$ cat config.mk
export PLATFORM = sky130hd
export DESIGN_NAME = rpm_top
export DESIGN_NICKNAME = d
export VERILOG_FILES = /design/src/pkg/rpm_pkg.sv /design/src/design/rpm_mcycle.sv /design/src/design/rpm_top.sv
export SDC_FILE = /design/constraint.sdc
export NUM_CORES = 1
export LEC_CHECK = 0
export ABC_AREA = 1
export BUFFER_PORTS_ARGS = -buffer_cell sky130_fd_sc_hd__buf_2
export CORE_UTILIZATION = 43
export CTS_CLUSTER_SIZE = 16
export DETAILED_ROUTE_END_ITERATION = 6
export GPL_ROUTABILITY_DRIVEN = 0
export GPL_TIMING_DRIVEN = 0
export PLACE_DENSITY_LB_ADDON = 0.2
export SYNTH_ARGS = -nofsm -noshare
export SYNTH_HDL_FRONTEND = slang
export SYNTH_HIERARCHICAL = 1
export SYNTH_SLANG_ARGS = --single-unit
$ cat constraint.sdc
create_clock -name CLK_I -period 1.75 [get_ports CLK_I]
set_clock_uncertainty 0.15 [all_clocks]
set_input_delay 0.175 -clock CLK_I [delete_from_list [all_inputs] [get_ports CLK_I]]
set_output_delay 0.175 -clock CLK_I [all_outputs]
set_load 0.01 [all_outputs]
$ cat src/pkg/rpm_pkg.sv
package rpm_pkg;

   // ---------------------------------------------------------------
   // Machine cycle timing
   // ---------------------------------------------------------------
   localparam int unsigned OSC_PER_MC     = 12;
   localparam logic [3:0]  MC_LAST_IDX    = 4'hB;
   localparam logic [3:0]  S5P2_IDX       = 4'h9;
   localparam logic [4:0]  RST_TAKE_DELAY = 5'h13;   // 19 osc periods
   localparam logic [11:0] ALE_HIGH_MASK  = 12'h186; // S1P2-S2P1, S4P2-S5P1
   localparam logic [11:0] FETCH_LO_MASK  = 12'hC30; // S3 and S6

   // ---------------------------------------------------------------
   // Register map (index times four is the byte address)
   // ---------------------------------------------------------------
   localparam int          AHB_DW        = 32;
   localparam logic [7:0]  PMC_INDEX     = 8'h87;
   localparam logic [7:0]  STATUS_INDEX  = 8'h88;
   localparam logic [31:0] PMC_ADDR      = {22'h0, PMC_INDEX, 2'h0};
   localparam logic [31:0] STATUS_ADDR   = {22'h0, STATUS_INDEX, 2'h0};
   localparam logic [2:0]  SIZE_WORD     = 3'h2;
   localparam logic [7:0]  PMC_RESET     = 8'h00;
   localparam logic [7:0]  PMC_WMASK_EXT = 8'hEF;
   localparam logic [7:0]  PMC_WMASK_BAS = 8'h8F;

   // power_mode_control bit positions
   localparam int SLEEP_CPU_BIT  = 0;
   localparam int OSC_STOP_BIT   = 1;
   localparam int USER_FLAG_0    = 2;
   localparam int USER_FLAG_1    = 3;
   localparam int WAKE_ANY_BIT   = 5;
   localparam int PIN_SHUT_EN    = 6;
   localparam int BAUD_DOUBLE    = 7;

   // ---------------------------------------------------------------
   // State encodings
   // ---------------------------------------------------------------
   typedef enum logic [1:0] {
      MODE_RUN, MODE_IDLE, MODE_PDOWN
   } rpm_mode_type;

   typedef enum logic [1:0] {
      RSEQ_NORMAL, RSEQ_PEND, RSEQ_ACTIVE, RSEQ_RELEASE
   } rpm_rseq_type;

endpackage : rpm_pkg

$ cat src/design/rpm_mcycle.sv
`timescale 1ns/1ps
module rpm_mcycle (
   input  wire logic       clk_i,
   input  wire logic       arst_n_i,
   input  wire logic       rst_pin_i,
   output logic [3:0]      idx_o,
   output logic            s5p2_o,
   output logic            rst_smp_o
);
   import rpm_pkg::*;

   typedef struct packed {
      logic [3:0] idx;
      logic       s5p2;
      logic       smp;
   } rpm_mc_type;

   rpm_mc_type q, d;

   // ---------------------------------------------------------------
   // Twelve periods: six states of two phases each
   // ---------------------------------------------------------------
   always_comb begin
      d      = q;
      d.idx  = (q.idx == MC_LAST_IDX) ? 4'h0 : q.idx + 4'h1;
      d.s5p2 = (q.idx == S5P2_IDX);
      // Pin is looked at once per cycle only, so short glitches vanish
      if (q.idx == S5P2_IDX) begin
         d.smp = rst_pin_i;
      end
   end

   always_ff @(posedge clk_i or negedge arst_n_i) begin
      if (!arst_n_i) begin
         q <= '0;
      end else begin
         q <= d;
      end
   end

   assign idx_o     = q.idx;
   assign s5p2_o    = q.s5p2;
   assign rst_smp_o = q.smp;

endmodule : rpm_mcycle

$ cat src/design/rpm_top.sv
// Overview of operation
// - Reset pin is sampled once per machine cycle at state 5 phase 2.
// - Internal reset takes hold 19 periods after a high sample.
// - While reset pin is high both bus strobes are only weakly pulled.
// - Strobes restart one to two machine cycles after reset pin falls.
// - Reset zeroes control registers; ports go all-ones.
// - Reset leaves internal data memory untouched.
// - Ports go all-ones as soon as reset pin is high.
// - Idle stops only the core clock; peripherals and oscillator run.
// - Bit 0 selects idle, bit 1 power-down, in the control register.
// - Idle keeps core state and port data, strobes held high.
// - Enabled request clears the idle bit and wakes with service.
// - Reset ends idle and reinitialises registers, not memory.
// - With wake-any set, any request ends idle.
// - Without requests only reset ends idle.
// - Power-down stops the oscillator and drives both strobes low.
// - Basic variant leaves power-down only through reset.
// - Extended variant runs timers in power-down on counter input clocks.
// - Two user flag bits are plain read-write storage.
// - After a service return one more instruction runs first.
// - Pin shutdown: falling counter b edge arms, instruction end enters, rising edge exits.
// - Enabled wake vectors to service; disabled wake-any resumes.
//
// Added by the designer: the AHB-Lite interface to the registers.
`timescale 1ns/1ps
module rpm_top #(
   parameter bit EXTENDED = 1'b1,
   parameter int NUM_SRC  = 6
) (
   input  wire logic                        CLK_I,
   input  wire logic                        ARST_N_I,
   input  wire logic                        HSEL_I,
   input  wire logic [rpm_pkg::AHB_DW-1:0]  HADDR_I,
   input  wire logic [1:0]                  HTRANS_I,
   input  wire logic                        HWRITE_I,
   input  wire logic [2:0]                  HSIZE_I,
   input  wire logic [rpm_pkg::AHB_DW-1:0]  HWDATA_I,
   input  wire logic                        HREADY_I,
   output logic      [rpm_pkg::AHB_DW-1:0]  HRDATA_O,
   output logic                             HREADYOUT_O,
   output logic                             HRESP_O,
   input  wire logic                        RST_PIN_I,
   input  wire logic [NUM_SRC-1:0]          INT_REQ_I,
   input  wire logic [NUM_SRC-1:0]          INT_EN_I,
   input  wire logic                        COUNTER_A_I,
   input  wire logic                        COUNTER_B_I,
   input  wire logic                        INSTR_END_I,
   input  wire logic                        RETURN_FROM_SERVICE_OP_DONE_I,
   output logic                             ADDR_LATCH_O,
   output logic                             ADDR_LATCH_OE_O,
   output logic                             PROG_FETCH_STROBE_N_O,
   output logic                             PROG_FETCH_OE_O,
   output logic                             PORT_ONES_O,
   output logic                             SFR_RESET_O,
   output logic                             CPU_CLK_EN_O,
   output logic                             OSC_RUN_O,
   output logic                             PERIPH_CLK_EN_O,
   output logic                             WAKE_O,
   output logic                             WAKE_VECTOR_O,
   output logic                             BAUD_DOUBLE_O,
   output logic                             INT_ACCEPT_OK_O
);
   import rpm_pkg::*;

   localparam logic [7:0] PMC_WMASK = EXTENDED ? PMC_WMASK_EXT
                                               : PMC_WMASK_BAS;

   // ---------------------------------------------------------------
   // State of the whole block
   // ---------------------------------------------------------------
   typedef struct packed {
      rpm_rseq_type rseq;
      rpm_mode_type mode;
      logic [4:0]   dly;
      logic [7:0]   pmc;
      logic         pin;
      logic         ca;
      logic         cb;
      logic         hw_pend;
      logic         hw_pd;
      logic         sw_pd;
      logic         rise_seen;
      logic         int_seen;
      logic         return_from_service_op_block;
      logic         acc_ok;
      logic         ph_valid;
      logic         ph_write;
      logic         ph_pmc;
      logic         hready;
      logic [31:0]  rdata;
      logic         ale;
      logic         ale_oe;
      logic         fetch_n;
      logic         fetch_oe;
      logic         port_ones;
      logic         sfr_rst;
      logic         cpu_en;
      logic         osc_run;
      logic         periph_en;
      logic         wake;
      logic         wake_vec;
   } rpm_state_type;

   rpm_state_type q, d;

   logic [3:0] mc_idx;
   logic       mc_s5p2;
   logic       rst_smp;

   // Cycle generator and reset pin sampler
   rpm_mcycle u_mcycle (
      .clk_i     (CLK_I),
      .arst_n_i  (ARST_N_I),
      .rst_pin_i (RST_PIN_I),
      .idx_o     (mc_idx),
      .s5p2_o    (mc_s5p2),
      .rst_smp_o (rst_smp)
   );

   // ---------------------------------------------------------------
   // Request decode
   // ---------------------------------------------------------------
   logic req_en;
   logic req_any;
   logic int_wake;
   logic cb_fall;
   logic cb_rise;
   logic bus_take;
   logic [31:0] status;

   // Wake term folds the wake-any bit in; basic parts never see it set
   always_comb begin
      req_en   = |(INT_REQ_I & INT_EN_I);
      req_any  = |INT_REQ_I;
      int_wake = req_en | (q.pmc[WAKE_ANY_BIT] & req_any);
      cb_fall  = q.cb & ~COUNTER_B_I;
      cb_rise  = ~q.cb & COUNTER_B_I;
      bus_take = HSEL_I & HTRANS_I[1] & HREADY_I & (HSIZE_I == SIZE_WORD);
      status   = {24'h0, q.wake_vec, q.return_from_service_op_block, q.sw_pd, q.hw_pd,
                  q.hw_pend, (q.rseq == RSEQ_ACTIVE), q.mode};
   end

   // ---------------------------------------------------------------
   // Next state
   // ---------------------------------------------------------------
   always_comb begin
      d      = q;
      d.pin  = RST_PIN_I;
      d.ca   = COUNTER_A_I;
      d.cb   = COUNTER_B_I;
      d.wake = 1'b0;

      // Reset sequence driven by the once-per-cycle sample
      case (q.rseq)
         RSEQ_NORMAL: begin
            if (mc_s5p2 && rst_smp) begin
               d.rseq = RSEQ_PEND;
               d.dly  = RST_TAKE_DELAY - 5'h1;
            end
         end
         RSEQ_PEND: begin
            // Internal reset waits until the count expires
            if (q.dly == 5'h0) begin
               d.rseq = RSEQ_ACTIVE;
            end else begin
               d.dly = q.dly - 5'h1;
            end
         end
         RSEQ_ACTIVE: begin
            if (mc_s5p2 && !rst_smp) begin
               d.rseq = RSEQ_RELEASE;
            end
         end
         RSEQ_RELEASE: begin
            // One more cycle boundary before strobes run again
            if (mc_s5p2) begin
               d.rseq = rst_smp ? RSEQ_ACTIVE : RSEQ_NORMAL;
            end
         end
         default: begin
            d.rseq = RSEQ_NORMAL;
         end
      endcase

      // Service return blocks acceptance for one more instruction
      if (RETURN_FROM_SERVICE_OP_DONE_I) begin
         d.return_from_service_op_block = 1'b1;
      end else if (INSTR_END_I) begin
         d.return_from_service_op_block = 1'b0;
      end

      // Power mode machine
      case (q.mode)
         MODE_RUN: begin
            if (EXTENDED && q.pmc[PIN_SHUT_EN] && cb_fall) begin
               d.hw_pend = 1'b1;
            end
            if (q.pmc[OSC_STOP_BIT]) begin
               d.mode      = MODE_PDOWN;
               d.sw_pd     = 1'b1;
               d.hw_pd     = d.hw_pend;
               d.hw_pend   = 1'b0;
               d.rise_seen = 1'b0;
               d.int_seen  = 1'b0;
            end else if (d.hw_pend && INSTR_END_I) begin
               d.mode      = MODE_PDOWN;
               d.hw_pd     = 1'b1;
               d.sw_pd     = 1'b0;
               d.hw_pend   = 1'b0;
               d.rise_seen = 1'b0;
               d.int_seen  = 1'b0;
            end else if (q.pmc[SLEEP_CPU_BIT]) begin
               d.mode = MODE_IDLE;
            end
         end
         MODE_IDLE: begin
            // Nothing but a request or reset leaves idle
            if (int_wake) begin
               d.mode               = MODE_RUN;
               d.pmc[SLEEP_CPU_BIT] = 1'b0;
               d.wake               = 1'b1;
               d.wake_vec           = req_en;
            end
         end
         MODE_PDOWN: begin
            d.rise_seen = q.rise_seen | cb_rise;
            d.int_seen  = q.int_seen | (EXTENDED & int_wake);
            if ((!q.hw_pd || d.rise_seen) && (!q.sw_pd || d.int_seen)) begin
               d.mode              = MODE_RUN;
               d.pmc[OSC_STOP_BIT] = 1'b0;
               d.hw_pd             = 1'b0;
               d.sw_pd             = 1'b0;
               d.wake              = 1'b1;
               d.wake_vec          = q.sw_pd & req_en;
            end
         end
         default: begin
            d.mode = MODE_RUN;
         end
      endcase

      // AHB-Lite slave: every word transfer takes one wait state
      d.hready = 1'b1;
      if (q.ph_valid) begin
         d.ph_valid = 1'b0;
         if (q.ph_write && q.ph_pmc) begin
            // Software write last so a set beats a hardware clear
            d.pmc = (d.pmc & ~PMC_WMASK)
                    | (HWDATA_I[7:0] & PMC_WMASK);
         end
      end else if (bus_take) begin
         d.ph_valid = 1'b1;
         d.ph_write = HWRITE_I;
         d.ph_pmc   = (HADDR_I == PMC_ADDR);
         d.hready   = 1'b0;
         if (HADDR_I == PMC_ADDR) begin
            d.rdata = {24'h0, q.pmc};
         end else if (HADDR_I == STATUS_ADDR) begin
            d.rdata = status;
         end else begin
            d.rdata = 32'h0000_0000;
         end
      end

      // Internal reset overrides the control register, mode and wake flags; data memory has no reset
      if (q.rseq == RSEQ_ACTIVE) begin
         d.pmc       = PMC_RESET;
         d.mode      = MODE_RUN;
         d.hw_pend   = 1'b0;
         d.hw_pd     = 1'b0;
         d.sw_pd     = 1'b0;
         d.wake      = 1'b0;
         d.wake_vec  = 1'b0;
         d.return_from_service_op_block = 1'b0;
      end

      // Output images, registered straight onto the pins
      d.port_ones = d.pin | (d.rseq == RSEQ_ACTIVE);
      // Lags the sequence by a cycle so it still stands as it ends
      d.sfr_rst   = (q.rseq == RSEQ_ACTIVE);
      d.acc_ok    = ~d.return_from_service_op_block;
      d.cpu_en    = (d.mode == MODE_RUN);
      d.osc_run   = (d.mode != MODE_PDOWN);
      d.periph_en = (d.mode != MODE_PDOWN)
                    | (EXTENDED & ((q.ca ^ COUNTER_A_I)
                                   | (q.cb ^ COUNTER_B_I)));
      if (d.pin) begin
         // Released to the pull-ups so outside logic cannot fight us
         d.ale      = 1'b1;
         d.ale_oe   = 1'b0;
         d.fetch_n  = 1'b1;
         d.fetch_oe = 1'b0;
      end else if (d.rseq == RSEQ_ACTIVE || d.rseq == RSEQ_RELEASE) begin
         d.ale      = 1'b1;
         d.ale_oe   = 1'b1;
         d.fetch_n  = 1'b1;
         d.fetch_oe = 1'b1;
      end else if (d.mode == MODE_IDLE) begin
         d.ale      = 1'b1;
         d.ale_oe   = 1'b1;
         d.fetch_n  = 1'b1;
         d.fetch_oe = 1'b1;
      end else if (d.mode == MODE_PDOWN) begin
         d.ale      = 1'b0;
         d.ale_oe   = 1'b1;
         d.fetch_n  = 1'b0;
         d.fetch_oe = 1'b1;
      end else begin
         d.ale      = ALE_HIGH_MASK[mc_idx];
         d.ale_oe   = 1'b1;
         d.fetch_n  = ~FETCH_LO_MASK[mc_idx];
         d.fetch_oe = 1'b1;
      end
   end

   // ---------------------------------------------------------------
   // State register
   // ---------------------------------------------------------------
   always_ff @(posedge CLK_I or negedge ARST_N_I) begin
      if (!ARST_N_I) begin
         q           <= '0;
         q.hready    <= 1'b1;
         q.ale       <= 1'b1;
         q.fetch_n   <= 1'b1;
         q.port_ones <= 1'b1;
         q.osc_run   <= 1'b1;
         q.acc_ok    <= 1'b1;
         q.ca        <= 1'b1; // Pins idle high, no false edge
         q.cb        <= 1'b1;
      end else begin
         q <= d;
      end
   end

   // Outputs, all but HRESP_O from the state register
   assign HRDATA_O              = q.rdata;
   assign HREADYOUT_O           = q.hready;
   assign HRESP_O               = 1'b0;
   assign ADDR_LATCH_O          = q.ale;
   assign ADDR_LATCH_OE_O       = q.ale_oe;
   assign PROG_FETCH_STROBE_N_O = q.fetch_n;
   assign PROG_FETCH_OE_O       = q.fetch_oe;
   assign PORT_ONES_O           = q.port_ones;
   assign SFR_RESET_O           = q.sfr_rst;
   assign CPU_CLK_EN_O          = q.cpu_en;
   assign OSC_RUN_O             = q.osc_run;
   assign PERIPH_CLK_EN_O       = q.periph_en;
   assign WAKE_O                = q.wake;
   assign WAKE_VECTOR_O         = q.wake_vec;
   assign BAUD_DOUBLE_O         = q.pmc[BAUD_DOUBLE];
   assign INT_ACCEPT_OK_O       = q.acc_ok;

   // ---------------------------------------------------------------
   // Checks
   // ---------------------------------------------------------------
   property p_rst_delay;
      @(posedge CLK_I) disable iff (!ARST_N_I)
      $rose(q.rseq == RSEQ_PEND) |-> ##19 (q.rseq == RSEQ_ACTIVE);
   endproperty
   a_rst_delay: assert property (p_rst_delay)
      else $error("reset took wrong number of periods");

   property p_weak_strobe;
      @(posedge CLK_I) disable iff (!ARST_N_I)
      q.pin |-> !ADDR_LATCH_OE_O && !PROG_FETCH_OE_O;
   endproperty
   a_weak_strobe: assert property (p_weak_strobe)
      else $error("strobe driven while reset pin high");

   property p_restart;
      @(posedge CLK_I) disable iff (!ARST_N_I)
      $rose(q.rseq == RSEQ_RELEASE) |-> ##[1:12] (q.rseq != RSEQ_RELEASE);
   endproperty
   a_restart: assert property (p_restart)
      else $error("strobes not restarted in time");

   property p_sfr_clear;
      @(posedge CLK_I) disable iff (!ARST_N_I)
      (q.rseq == RSEQ_ACTIVE) |=> (q.pmc == PMC_RESET)
                                  && (q.mode == MODE_RUN) && SFR_RESET_O;
   endproperty
   a_sfr_clear: assert property (p_sfr_clear)
      else $error("control register not cleared by reset");

   property p_port_ones;
      @(posedge CLK_I) disable iff (!ARST_N_I)
      $rose(RST_PIN_I) |=> PORT_ONES_O;
   endproperty
   a_port_ones: assert property (p_port_ones)
      else $error("ports not forced to ones");

   property p_idle_clocks;
      @(posedge CLK_I) disable iff (!ARST_N_I)
      (q.mode == MODE_IDLE) |-> !CPU_CLK_EN_O && OSC_RUN_O
                                && PERIPH_CLK_EN_O && ADDR_LATCH_O;
   endproperty
   a_idle_clocks: assert property (p_idle_clocks)
      else $error("idle clocking wrong");

   property p_idle_wake;
      @(posedge CLK_I) disable iff (!ARST_N_I)
      (q.mode == MODE_IDLE) && (q.rseq != RSEQ_ACTIVE) && req_en
      |=> (q.mode == MODE_RUN) && !q.pmc[SLEEP_CPU_BIT]
          && WAKE_O && WAKE_VECTOR_O;
   endproperty
   a_idle_wake: assert property (p_idle_wake)
      else $error("enabled request did not end idle");

   property p_idle_hold;
      @(posedge CLK_I) disable iff (!ARST_N_I)
      (q.mode == MODE_IDLE) && !req_any && (q.rseq != RSEQ_ACTIVE)
      |=> (q.mode == MODE_IDLE);
   endproperty
   a_idle_hold: assert property (p_idle_hold)
      else $error("idle left without cause");

   property p_pd_pins;
      @(posedge CLK_I) disable iff (!ARST_N_I)
      (q.mode == MODE_PDOWN) && (q.rseq == RSEQ_NORMAL) && !q.pin
      |-> !ADDR_LATCH_O && !PROG_FETCH_STROBE_N_O && !OSC_RUN_O;
   endproperty
   a_pd_pins: assert property (p_pd_pins)
      else $error("power-down pin state wrong");

   property p_return_from_service_op;
      @(posedge CLK_I) disable iff (!ARST_N_I)
      RETURN_FROM_SERVICE_OP_DONE_I && (q.rseq != RSEQ_ACTIVE) |=> !INT_ACCEPT_OK_O;
   endproperty
   a_return_from_service_op: assert property (p_return_from_service_op)
      else $error("request accepted right after return");

endmodule : rpm_top

# == Yosys cells after proc, flatten, opt, wreduce, memory -nomap -nowiden ==
# Memories as Yosys holds them, arrays and structs flattened.
# Index checks and enable logic that the tools add are counted.
# totals
regBits,79
rom_bits,32
input_bits,91
out_inout_bits,47
wordCells,162
mem_count,2
# op_classes
add_sub_neg,2
n_lt_le_gt_ge,1
n_eq_ne,21
n_mux,50
bitwise_logic,22
reduce_logical,31
# memory_table
name,depth,width,rd,rd_ports_with_merged_regs,wr,line,source
(name not given),16,1,1,0,0,rpm_top.sv:311,d.fetch_n = ~FETCH_LO_MASK[mc_idx];
(name not given),16,1,1,0,0,rpm_top.sv:309,d.ale = ALE_HIGH_MASK[mc_idx];
# op_table
operator,n
32-bit by 10-bit == test with 1-bit output (second input constant),2
36-bit 2-to-1 mux,1
33-bit 2-to-1 mux,1
32-bit 2-to-1 mux,1
8-bit 2-to-1 mux,4
2-bit 2-to-1 mux,15
4-bit 2-to-1 mux,5
5-bit 2-to-1 mux,4
1-bit 2-to-1 mux,13
2-bit == test (second input constant),6
6-bit OR reduction,2
5-bit one-hot mux with 2 select lines,1
2-bit nonzero test,5
3-bit inequality test (second input constant),3
3-bit AND reduction,3
4-bit == test (second input constant),2
5-bit by 8-bit bitwise OR with 8-bit output,1
2-bit one-hot mux with 4 select lines,1
4-bit one-hot mux with 2 select lines,1
1-bit bitwise AND,7
6-bit bitwise AND,1
2-bit by 1-bit == test with 1-bit output (second input constant),3
1-bit logical AND,6
2-bit logical NOT,3
other kinds (17),36

# == Longest topological paths before layout ==
# Gate-level depths: netlist (run 1).
# depth
word_depth,15
ltp_mapped,14

# == Modules after synthesis ==
# Netlist (run 1), hierarchy kept.
# modules_own_cells
mod,n_inst,cells_each,area_per_inst_um2
rpm_top,1,338,2817.7
rpm_mcycle,1,29,267.8

# == Worst setup path before layout (run 1) ==
# No wires, ideal clock.
# synth_path
path_kind,register -> register
from,register q[54] (netlist name)
to,register q (netlist bit ADDR_LATCH_O)
t_arrival_ns,1.422
required_time_ns,1.521
slack_ns,0.099
path_stages_with_launch,11
path_cell_list,dfstp_2 > ha_1 > nand2_1 > a31oi_4 > nor2_4 > inv_1 > nand3_2 > nand2_4 > inv_2 > a21oi_2 > nand2_1
# synth_lines
element,line,source
"start, declared",rpm_top.sv:104,"rpm_state_type q, d;"

# == Worst setup path in the final report (run 1) ==
# layout_path
from,register q[54] (netlist name)
to,register q[52] (netlist name)
# layout_between
elab_chain_cells,7
elab_cells_between_ends,16
classes_between,eq/ne (2); mux (5); bitwise (4); reduce/logical (5)
# layout_rtl
element,line,source
1-bit bitwise AND / 1-bit NOT (equally long branches),"rpm_top.sv:136, rpm_top.sv:137",
1-bit logical AND / 1-bit bitwise AND (equally long branches),"rpm_top.sv:195, rpm_top.sv:137",
1-bit 2-to-1 mux / 1-bit bitwise OR (equally long branches),"rpm_top.sv:195, rpm_top.sv:226",
1-bit 2-to-1 mux / 1-bit logical OR (equally long branches),"rpm_top.sv:193, rpm_top.sv:228",
"5-bit 2-to-1 mux, or another cell as far along",rpm_top.sv:198,if (q.pmc[OSC_STOP_BIT]) begin
"4-bit one-hot mux with 2 select lines, or another cell as far along",rpm_top.sv:193,case (q.mode)
3-bit 2-to-1 mux / 3-bit AND reduction (equally long branches),-,
# Several ways; a longest one is shown, not always the timed one. The select of a mux whose other input is x is not followed.
# A chain may end at the register's enable or synchronous reset.

==> results.json, run 1 <==
{
  "synth-compound-area-share": 0.1010,
  "peakVddDrop_uv": 517.0,
  "largest-register": "q",
  "cts_buffers": 5,
  "status": "finished, violations left",
  "ant_nets": 0,
  "start_kind": "register",
  "synth_edf_count": 0,
  "min_period_ns": 1.766,
  "drt-vias-per-instance": 4.572,
  "first_pass_iters": 4,
  "fillers": 642,
  "critPathMaxFanout": 4,
  "num_rows": 30,
  "largest_reg_flops": 26,
  "yosys.area_share.simple": 0.2514,
  "fin_crit_sh": 1.009,
  "io_buffers": 86,
  "critPathCaptureType": "register",
  "final_common_cell": "buf_2",
  "track_usage": 0.1835,
  "grt_pass1_vias": 2600,
  "synth_area_leaders": "dfrtp_1, nand2_1, buf_4",
  "yosys_warnings": 6,
  "final_cell_mix": "buf_2, nand2_1, inv_1",
  "drive_gt1_frac": 0.4079,
  "setup_ws_ns": -0.01581,
  "intPower_w": 0.002446,
  "ys_types": 39,
  "finalMaxSlewViolations": 0,
  "p_switching_w": 0.001310,
  "grt.overflow.total": 0,
  "synth_top_cell_by_area": "dfrtp_1",
  "drc": 0,
  "switching_share": 0.3488,
  "wire_per_inst_um": 11.16,
  "fp.dieArea_um2": 7519,
  "pwr_density_cell_nw_per_um2": 906.8,
  "required_ns": 1.85,
  "grt_pass1_wl_um": 10850,
  "cp.arrival_ns": 1.86,
  "synth_adder_area_share": 0.04461,
  "dieHeight_um": 86.71,
  "grt_max_degree": 54,
  "power_frac_clock": 0.227,
  "power_frac_seq": 0.422,
  "synthMuxAreaShare": 0,
  "yosysTopAreaCellShare": 0.3650,
  "dp.final_hpwl_um": 4888,
  "cts-root-buf": "clkbuf_8",
  "fmax_mhz": 566.3,
  "die_w_um": 86.71,
  "synth_xor_area_frac": 0.002839,
  "tightestPinTransition_ns": 1.167,
  "final_area_um2": 4141,
  "max_slew_margin": 0.2219,
  "seq_area_um2": 1336,
  "share_comb_of_total_power": 0.350,
  "area_growth_pct": 34.23,
  "total_power_w": 0.003756,
  "core_um2": 6869,
  "drt-initial-drc-count": 126,
  "antenna_found_initial": 0,
  "drt-total-wl_um": 6710,
  "finalHoldViolCount": 0,
  "ys_seq_area_frac": 0.4331,
  "rsz0062_at_grt": "true",
  "synth_top_family_by_area": "simple AND/OR/NAND/NOR gates",
  "max_cap_viol_count": 0,
  "synth-seq-cells": 53,
  "synth_area_um2": 3085,
  "clk_pin_slew_ns": 0.10,
  "cts_tree": "built",
  "ys_dominant_reg_cell": "dfrtp_1",
  "crit_type": "reg2reg",
  "avgSynthCellArea_um2": 8.407,
  "via_count": 2748,
  "p_leak_nw": 2.200,
  "synthArstFlopShare": 1.000,
  "r2r_slack_ns": -0.02,
  "start_util": 0.4492,
  "htree_num_levels": 2,
  "hold_class": "in2reg",
  "multi_input_area_um2": 1439,
  "io_pins": 138,
  "setup_viol": 2,
  "clk_latency_ns": 0.31,
  "diodes": 0,
  "violations": "setup timing",
  "clk_path_buf_depth": 2,
  "place_area_um2": 3726,
  "fin_nets": 606,
  "synth_cells": 367,
  "clock-sinks": 53
}
==> per-stage QoR <==
stage	std cells	hold slack (ns)	utilization	TNS [ns]	setup WS, ns
after CTS	597	0.03291	0.5905	-0.02903	-0.01305
after global routing	601	0.04999	0.6029	-0.6078	-0.1036
after floorplan	391	-0.2706	-	0	0.09908
after detailed placement	573	0.1509	0.5424	-0.3688	-0.07518
after global placement	573	0.1508	0.5424	-0.1184	-0.03317
final	601	0.03891	0.6029	-0.02332	-0.01581
==> cell type report <==
cell class	count	area share
Buffer	37	0.06556
Clock buffer	5	0.01662
Clock inverter	3	0.01057
Inverter	64	0.05921
Multi-Input combinational cell	237	0.3474
Sequential cell	53	0.3227
Tap cell	96	0.02900
Timing Repair Buffer	106	0.1489
==> path summary, 6_finish.rpt <==
kind                         end  depth (start not counted)         from
min                        q[48]                          3  INSTR_END_I
min reg2reg                q[45]                          2        q[45]
max reg2reg                q[52]                         11        q[54]
min in group asynchronous  q[67]                          2     ARST_N_I
max                        q[52]                         11        q[54]
max in group asynchronous  q[49]                          2     ARST_N_I
==> timing repair <==
| item | 4_1_cts | 5_1_grt |
|---|---|---|
| endpoints found under the hold margin | 59 | 0 |
| pin swaps | 4 | 9 |
| hold buffers | 13 | 0 |
| buffers inserted | 3 | 4 |
| gates resized for setup | 18 | 18 |
| endpoints found under the setup margin | 8 | 9 |
==> power groups by stage <==
stage	clock (W)	sequential [W]	combinational, W
6_report	0.000854	0.00159	0.00132
4_1_cts	0.000882	0.00158	0.00121
3_3_place_gp	0	0.00159	0.00107
5_1_grt	0.000921	0.00161	0.00148
2_1_floorplan	0	0.00161	0.000766
3_5_place_dp	0	0.00160	0.00110
==> per-layer routing <==
metal | GRT usage | vias up | part of all wire
li1 | - | 1389 | -
met5 | 0 | - | 0
met2 | 0.3442 | 94 | 0.52
met1 | 0.2124 | 1258 | 0.41
met3 | 0.03333 | 7 | 0.062
met4 | 0.05303 | 0 | 0.011
==> cell families after synthesis <==
group	count (synthesis)
other	1
adders and majority gates	11
DFF	53
and+or+nand+nor	151
AOI/OAI and AO/OA	49
xor gates and xnor gates	1
buffers and inverters	101
==> worst max-delay path: stages (launching register included) <==
cell,delay (ns)
dfstp_2,0.57
ha_4,0.16
nand2_4,0.06
a31oi_4,0.19
nor2_4,0.07
nor2_2,0.09
inv_2,0.05
nand2_2,0.08
nand2_2,0.08
nand2_4,0.08
nand3_2,0.06
o21ai_1,0.08
==> cell usage after synthesis, types with 2 or more instances <==
cell / instances
dfrtp_1: 45
inv_2: 9
nor3b_1: 2
buf_4: 35
nand3_2: 5
nor2_4: 6
dfstp_2: 8
o31ai_1: 2
inv_1: 55
nand2_1: 71
ha_1: 11
o21ai_1: 5
o21ai_0: 16
o22ai_1: 10
nand2_2: 9
and2_1: 2
nor4_1: 8
nand3_1: 15
a21oi_1: 8
nand4_1: 6
or2_2: 3
nor2_2: 4
nor2_1: 16
No activity file was read; power rests on OpenSTA's default activity.
==> run 2: changes to the inputs <==
--- a/config.mk
+++ b/config.mk
@@ -15,5 +15,4 @@
 export PLACE_DENSITY_LB_ADDON = 0.2
 export SYNTH_ARGS = -nofsm -noshare
 export SYNTH_HDL_FRONTEND = slang
-export SYNTH_HIERARCHICAL = 1
 export SYNTH_SLANG_ARGS = --single-unit
==> run 2 against run 1 <==
  * The run ends with hold timing left
  * Global-route usage grew 0.30 points
  * Power shrank 3.1%
  * Synthesized cell count grew 1.4%
  * Die area shrank 2.6%
  * Setup slack gained 0.016 ns
  * Critical path depth is the same
  * Register-to-register slack gained 0.02 ns
  * Sequential power is essentially flat
  * Via count shrank 0.80%
  * Critical endpoint is now PROG_FETCH_STROBE_N_O
==> results.json, run 2 <==
{
  "cts_buffers": 5,
  "p_leak_nw": 2.208,
  "hold_class": "in2async",
  "max_slew_margin": 0.1995,
  "clk_path_buf_depth": 2,
  "clock-sinks": 53,
  "max_stage_delay_ns": 0.56,
  "drt-met1-wl_um": 3103,
  "num_rows": 30,
  "hold_slack_ns": -0.04154,
  "largest-register": "q",
  "avgSynthCellArea_um2": 8.076,
  "die_w_um": 85.59,
  "finalHoldViolCount": 45,
  "track_usage": 0.1864,
  "start_kind": "register",
  "tightestPinTransition_ns": 1.201,
  "worstPathCellList": "ha_4, a21oi_2, inv_1, o21ai_2, nand3_2, nor2_2, o21a_1, nand2_4, nand3_4, nand2_1, nand2_1",
  "drt-vias-per-instance": 4.589,
  "synth.top_cells.by_count": "nand2_1, inv_1, dfrtp_1",
  "diodes": 0,
  "drt-total-wl_um": 6725,
  "synth.most_common_cell": "nand2_1",
  "drt-initial-drc-count": 97,
  "largest_reg_flops": 26,
  "cp.arrival_ns": 1.85,
  "rsz0062_at_grt": "true",
  "fp.dieArea_um2": 7325,
  "ys_dominant_reg_cell": "dfrtp_1",
  "finalMaxSlewViolations": 0,
  "finalNonFillerCells": 594,
  "peakVddDrop_uv": 560.5,
  "clk_latency_ns": 0.31,
  "grt_pass1_wl_um": 10990,
  "switching_share": 0.3666,
  "cts-root-buf": "clkbuf_8",
  "setup_viol": 0,
  "min_period_ns": 1.750,
  "max_cap_viol_count": 0,
  "fin_nets": 614,
  "critPathCaptureType": "register",
  "synth_area_um2": 3004,
  "synth_top_cell_by_area": "dfrtp_1",
  "grt_pass1_vias": 2494,
  "dr.max_layer_used": "met4",
  "violations": "hold timing",
  "via_count": 2726,
  "clk_pin_slew_ns": 0.10,
  "p_switching_w": 0.001334,
  "fin_util": 0.6059,
  "path_depth": 11,
  "drc": 0,
  "place_ws_ns": -0.06581,
  "wl_met2_um": 3271,
  "fmax_mhz": 571.5,
  "crit_type": "reg2reg",
  "first_pass_iters": 4,
  "final_common_cell": "buf_2",
  "yosys_warnings": 0,
  "required_ns": 1.85,
  "intPower_w": 0.002305,
  "yosysTopAreaCellShare": 0.3748,
  "dp.final_hpwl_um": 4739,
  "ys_seq_area_frac": 0.4448,
  "grt_max_degree": 54,
  "r2r_slack_ns": 0.0002,
  "r2r_cells": 11,
  "final.setup.tns_ns": 0,
  "ant_nets": 0,
  "crit_buf_inv": 1,
  "synth_area_leaders": "dfrtp_1, nand2_1, buf_4",
  "cpLargestDelayFamily": "flip-flops",
  "setup_ws_ns": 0.0002266,
  "wl_met3_um": 261,
  "place_area_um2": 3625,
  "synth_cells": 372,
  "share_comb_of_total_power": 0.370,
  "pwr_density_cell_nw_per_um2": 888.9,
  "grt.overflow.total": 0,
  "crit_slowest_cell": "dfstp_2",
  "final_area_um2": 4094,
  "io_buffers": 86,
  "status": "finished, violations left",
  "wire_per_inst_um": 11.32,
  "power_frac_clock": 0.193,
  "io_pins": 138,
  "synth-seq-cells": 53,
  "fin_crit_sh": 0.9999,
  "htree_num_levels": 2,
  "area_growth_pct": 36.28,
  "antenna_found_initial": 0,
  "synth_edf_count": 0,
  "path_common_cell": "nand2_1",
  "power_frac_seq": 0.437,
  "place_inst": 562,
  "cts_tree": "built",
  "ys_types": 39,
  "critPathMaxFanout": 5,
  "synthArstFlopShare": 1.000,
  "core_um2": 6756,
  "start_util": 0.4446,
  "dieHeight_um": 85.59,
  "final_cell_mix": "buf_2, nand2_1, inv_1",
  "drive_gt1_frac": 0.3833
}
[run 2: changes by cell type in the layout (fill, tap and decap cells not counted), moves of 3 or more]
cell | previous run | this run
nand2_1 | 69 | 83
inv_2 | 14 | 7
o21ai_2 | 0 | 6
inv_1 | 48 | 53
o22ai_1 | 10 | 5
buf_6 | 1 | 4
nor2_1 | 14 | 17
nor2_4 | 7 | 4
[run 2: cell families after synthesis]
logic type | share of synthesized area
buffers and inverters | 0.1691
AOI/OAI and AO/OA | 0.09705
other | 0.001248
xor gates and xnor gates | 0.002916
adders and majority gates | 0.04165
and+or+nand+nor | 0.2432
DFF | 0.4448
[run 2: repair_timing]
item	CTS	global route
pin swaps	6	11
hold buffers	12	0
buffers inserted	4	8
resized for setup	11	38
endpoints found under the setup margin	8	15
endpoints found under the hold margin	14	0
[run 2: worst reg2reg max path, delay by kind of cell, from the launching register on]
family | cells | cell delay (ns)
simple gates | 6 | 0.47
compound gates | 3 | 0.31
fa+ha+maj | 1 | 0.13
flops | 1 | 0.56
buf+inv | 1 | 0.06
[run 2: stage by stage]
step	hold slack, ns	power (W)
floorplan	-0.2706	0.002276
global placement	0.1489	0.002565
detailed placement	0.1490	0.002591
CTS	0.005826	0.003372
global route	0.05763	0.003884
finish	-0.04154	0.003639
[run 2: path summary, 6_finish.rpt]
| kind | start | to |
|---|---|---|
| setup / recovery | q[54] | PROG_FETCH_STROBE_N_O |
| hold / removal | ARST_N_I | q[66] |
| setup reg to reg | q[54] | PROG_FETCH_STROBE_N_O |
| hold reg to reg | q[69] | q[69] |
| max in group asynchronous | ARST_N_I | q[71] |
| min in group CLK_I | INSTR_END_I | q[53] |
[run 2: power groups by stage]
| stage | registers, W | logic, W | clock network, W |
|---|---|---|---|
| 2_1_floorplan | 0.00160 | 0.000677 | 0 |
| 3_3_place_gp | 0.00159 | 0.000978 | 0 |
| 3_5_place_dp | 0.00159 | 0.00100 | 0 |
| 4_1_cts | 0.00157 | 0.00108 | 0.000721 |
| 5_1_grt | 0.00161 | 0.00151 | 0.000764 |
| 6_report | 0.00159 | 0.00134 | 0.000704 |
[run 2: area by class of cell]
class / count / area [µm²]
plain buffers: 38 / 279.0
flip-flops and latches: 53 / 1339
clock inverters: 2 / 15.01
repair buffers: 110 / 651.9
clock buffers: 6 / 72.57
multi-input cells: 244 / 1405
inverters: 61 / 231.5
well taps: 80 / 100.1
fillers: 592 / 2663
[run 2: routing by layer]
metal | track usage | up-vias
met3 | 0.02695 | 8
li1 | - | 1400
met2 | 0.3236 | 80
met1 | 0.2433 | 1238
met5 | 0 | -
met4 | 0.05303 | 0
==> run 3: changes to the inputs <==
--- a/config.mk
+++ b/config.mk
@@ -7,12 +7,12 @@
 export LEC_CHECK = 0
 export ABC_AREA = 1
 export BUFFER_PORTS_ARGS = -buffer_cell sky130_fd_sc_hd__buf_2
-export CORE_UTILIZATION = 43
+export CORE_UTILIZATION = 47
 export CTS_CLUSTER_SIZE = 16
 export DETAILED_ROUTE_END_ITERATION = 6
 export GPL_ROUTABILITY_DRIVEN = 0
 export GPL_TIMING_DRIVEN = 0
-export PLACE_DENSITY_LB_ADDON = 0.2
+export PLACE_DENSITY = 0.77
 export SYNTH_ARGS = -nofsm -noshare
 export SYNTH_HDL_FRONTEND = slang
 export SYNTH_SLANG_ARGS = --single-unit
==> constraint.sdc (replaced) <==
create_clock -name CLK_I -period 1.93 [get_ports CLK_I]
set_clock_uncertainty 0.15 [all_clocks]
set_input_delay 0.193 -clock CLK_I [delete_from_list [all_inputs] [get_ports CLK_I]]
set_output_delay 0.193 -clock CLK_I [all_outputs]
set_load 0.01 [all_outputs]
==> run 3 against run 2 <==
  * The flow now finishes without violations
  * Worst hold slack improved by 0.10 ns
  * Sequential share of layout area rose by 1.5 points
  * Die area fell by 8.3%
  * Critical path type unchanged
  * Cell count fell by 2.4%
  * Critical path depth fell by 2
  * Global-route usage rose by 2.1 points
  * Largest power group unchanged
  * Setup slack improved by 0.12 ns
  * Highest routed layer unchanged
==> results.json, run 3 (same netlist as run 2, synthesis figures left out) <==
{
  "clk_path_buf_depth": 2,
  "tightestPinTransition_ns": 1.156,
  "min_period_ns": 1.807,
  "first_pass_iters": 4,
  "drt-vias-per-instance": 4.650,
  "fin_nets": 605,
  "max_cap_viol_count": 0,
  "largest_reg_flops": 26,
  "io_buffers": 86,
  "drt-initial-drc-count": 108,
  "fin_crit_sh": 0.9361,
  "crit_type": "reg2reg",
  "wire_per_inst_um": 11.18,
  "critPathCaptureType": "register",
  "track_usage": 0.2070,
  "final.setup.tns_ns": 0,
  "place_inst": 557,
  "switching_share": 0.3500,
  "largest-register": "q",
  "cts_buffers": 5,
  "power_frac_seq": 0.448,
  "status": "completed",
  "p_switching_w": 0.001119,
  "crit_buf_inv": 3,
  "cts-root-buf": "clkbuf_8",
  "cts_tree": "built",
  "max_slew_margin": 0.2295,
  "ant_nets": 0,
  "pwr_density_cell_nw_per_um2": 819.2,
  "finalNonFillerCells": 580,
  "via_count": 2697,
  "grt.overflow.total": 0,
  "cp.arrival_ns": 1.90,
  "critPathMaxFanout": 3,
  "diodes": 0,
  "fillers": 539,
  "grt_pass1_vias": 2460,
  "share_comb_of_total_power": 0.303,
  "required_ns": 2.02,
  "fmax_mhz": 553.5,
  "clock-sinks": 53,
  "final_common_cell": "nand2_1",
  "intPower_w": 0.002079,
  "grt_max_degree": 54,
  "fp.dieArea_um2": 6716,
  "crit_slowest_cell": "dfrtp_1",
  "num_rows": 28,
  "dieHeight_um": 81.95,
  "max_stage_delay_ns": 0.41,
  "io_pins": 138,
  "power_frac_clock": 0.250,
  "htree_num_levels": 2,
  "die_w_um": 81.95,
  "drt-total-wl_um": 6487,
  "setup_viol": 0,
  "rsz0062_at_grt": "true",
  "start_util": 0.4985,
  "hold_class": "in2reg",
  "dp.final_hpwl_um": 4885,
  "drc": 0,
  "fin_util": 0.6478,
  "antenna_found_initial": 0,
  "finalMaxSlewViolations": 0,
  "drive_gt1_frac": 0.3287,
  "final_cell_mix": "nand2_1, buf_2, inv_1",
  "p_leak_nw": 2.174,
  "worstPathCellList": "inv_1, ha_1, inv_1, nor3_2, nand2_1, nor3_2, nor2_2, buf_4, a31oi_1",
  "core_um2": 6026,
  "finalHoldViolCount": 0,
  "peakVddDrop_uv": 756.9,
  "cpLargestDelayFamily": "simple AND/OR/NAND/NOR gates",
  "start_kind": "register",
  "clk_pin_slew_ns": 0.10,
  "grt_pass1_wl_um": 10560,
  "clk_latency_ns": 0.32,
  "area_growth_pct": 29.95
}
run 3: cell types whose count changed in the layout (fill, tap and decap cells not counted), moves of 3 or more:
cell | before | now
nand2_1 | 83 | 89
nor2_4 | 4 | 0
buf_4 | 43 | 36
nor2_1 | 17 | 20
inv_1 | 53 | 56
o21ai_2 | 6 | 3
ha_4 | 3 | 0
buf_6 | 4 | 1
nand2_2 | 6 | 1
o21ai_0 | 14 | 18
run 3: area by class of cell:
class | count | area, µm² | share of cell area
clock inverter | 3 | 50.05 | 0.01282
buffer | 38 | 279.0 | 0.07147
multi-input combinational | 244 | 1271 | 0.3256
timing repair buffer | 101 | 575.6 | 0.1474
tap | 75 | 93.84 | 0.02404
inverter | 61 | 229.0 | 0.05865
clock buffer | 5 | 68.82 | 0.01763
sequential | 53 | 1336 | 0.3423
run 3: final timing paths:
path                            cells after the start        start       endpoint  slack (ns)
worst max-delay path                                9        q[65]          q[67]        0.12
worst min-delay path                                4  INSTR_END_I          q[48]        0.06
worst max register to register                      9        q[65]          q[67]        0.12
worst min register to register                      2        q[69]          q[69]        0.33
max in group asynchronous                           2     ARST_N_I          q[53]        0.45
min in group asynchronous                           2     ARST_N_I  BAUD_DOUBLE_O        0.49
run 3: what timing repair did:
action / in CTS / in global routing
endpoints found under the setup margin: 0 / 7
gates resized for setup: 0 / 7
setup buffers: 0 / 2
endpoints found under the hold margin: 59 / 0
hold buffers: 13 / 0
run 3: per-stage QoR:
stage / hold WS [ns] / area [µm²] / total power [W] / setup slack [ns]
2_1_floorplan: -0.2526 / 3094 / 0.002064 / 0.2944
5_1_grt: 0.07530 / 3904 / 0.003403 / -0.001204
3_5_place_dp: 0.1675 / 3618 / 0.002364 / 0.06877
3_3_place_gp: 0.1667 / 3618 / 0.002322 / 0.1413
6_report: 0.05893 / 3904 / 0.003198 / 0.1233
4_1_cts: 0.05765 / 3867 / 0.003173 / 0.05064
run 3: power by group through the flow:
stage               clock [W]  combinational [W]  sequential, W
floorplan                   0           0.000614        0.00145
global placement            0           0.000880        0.00144
detailed placement          0           0.000920        0.00144
CTS                  0.000805           0.000940        0.00143
global route         0.000849            0.00110        0.00145
finish               0.000798           0.000968        0.00143
run 3: worst min-delay path, stage by stage:
cell	delay (ns)
buf_2	0.11
inv_1	0.06
nand2_1	0.05
a21oi_1	0.07
run 3: metal layers:
layer,part of all wire,GRT usage
met4,0.015,0.07368
met2,0.48,0.3579
met1,0.45,0.2557
met5,0,0
met3,0.058,0.04000
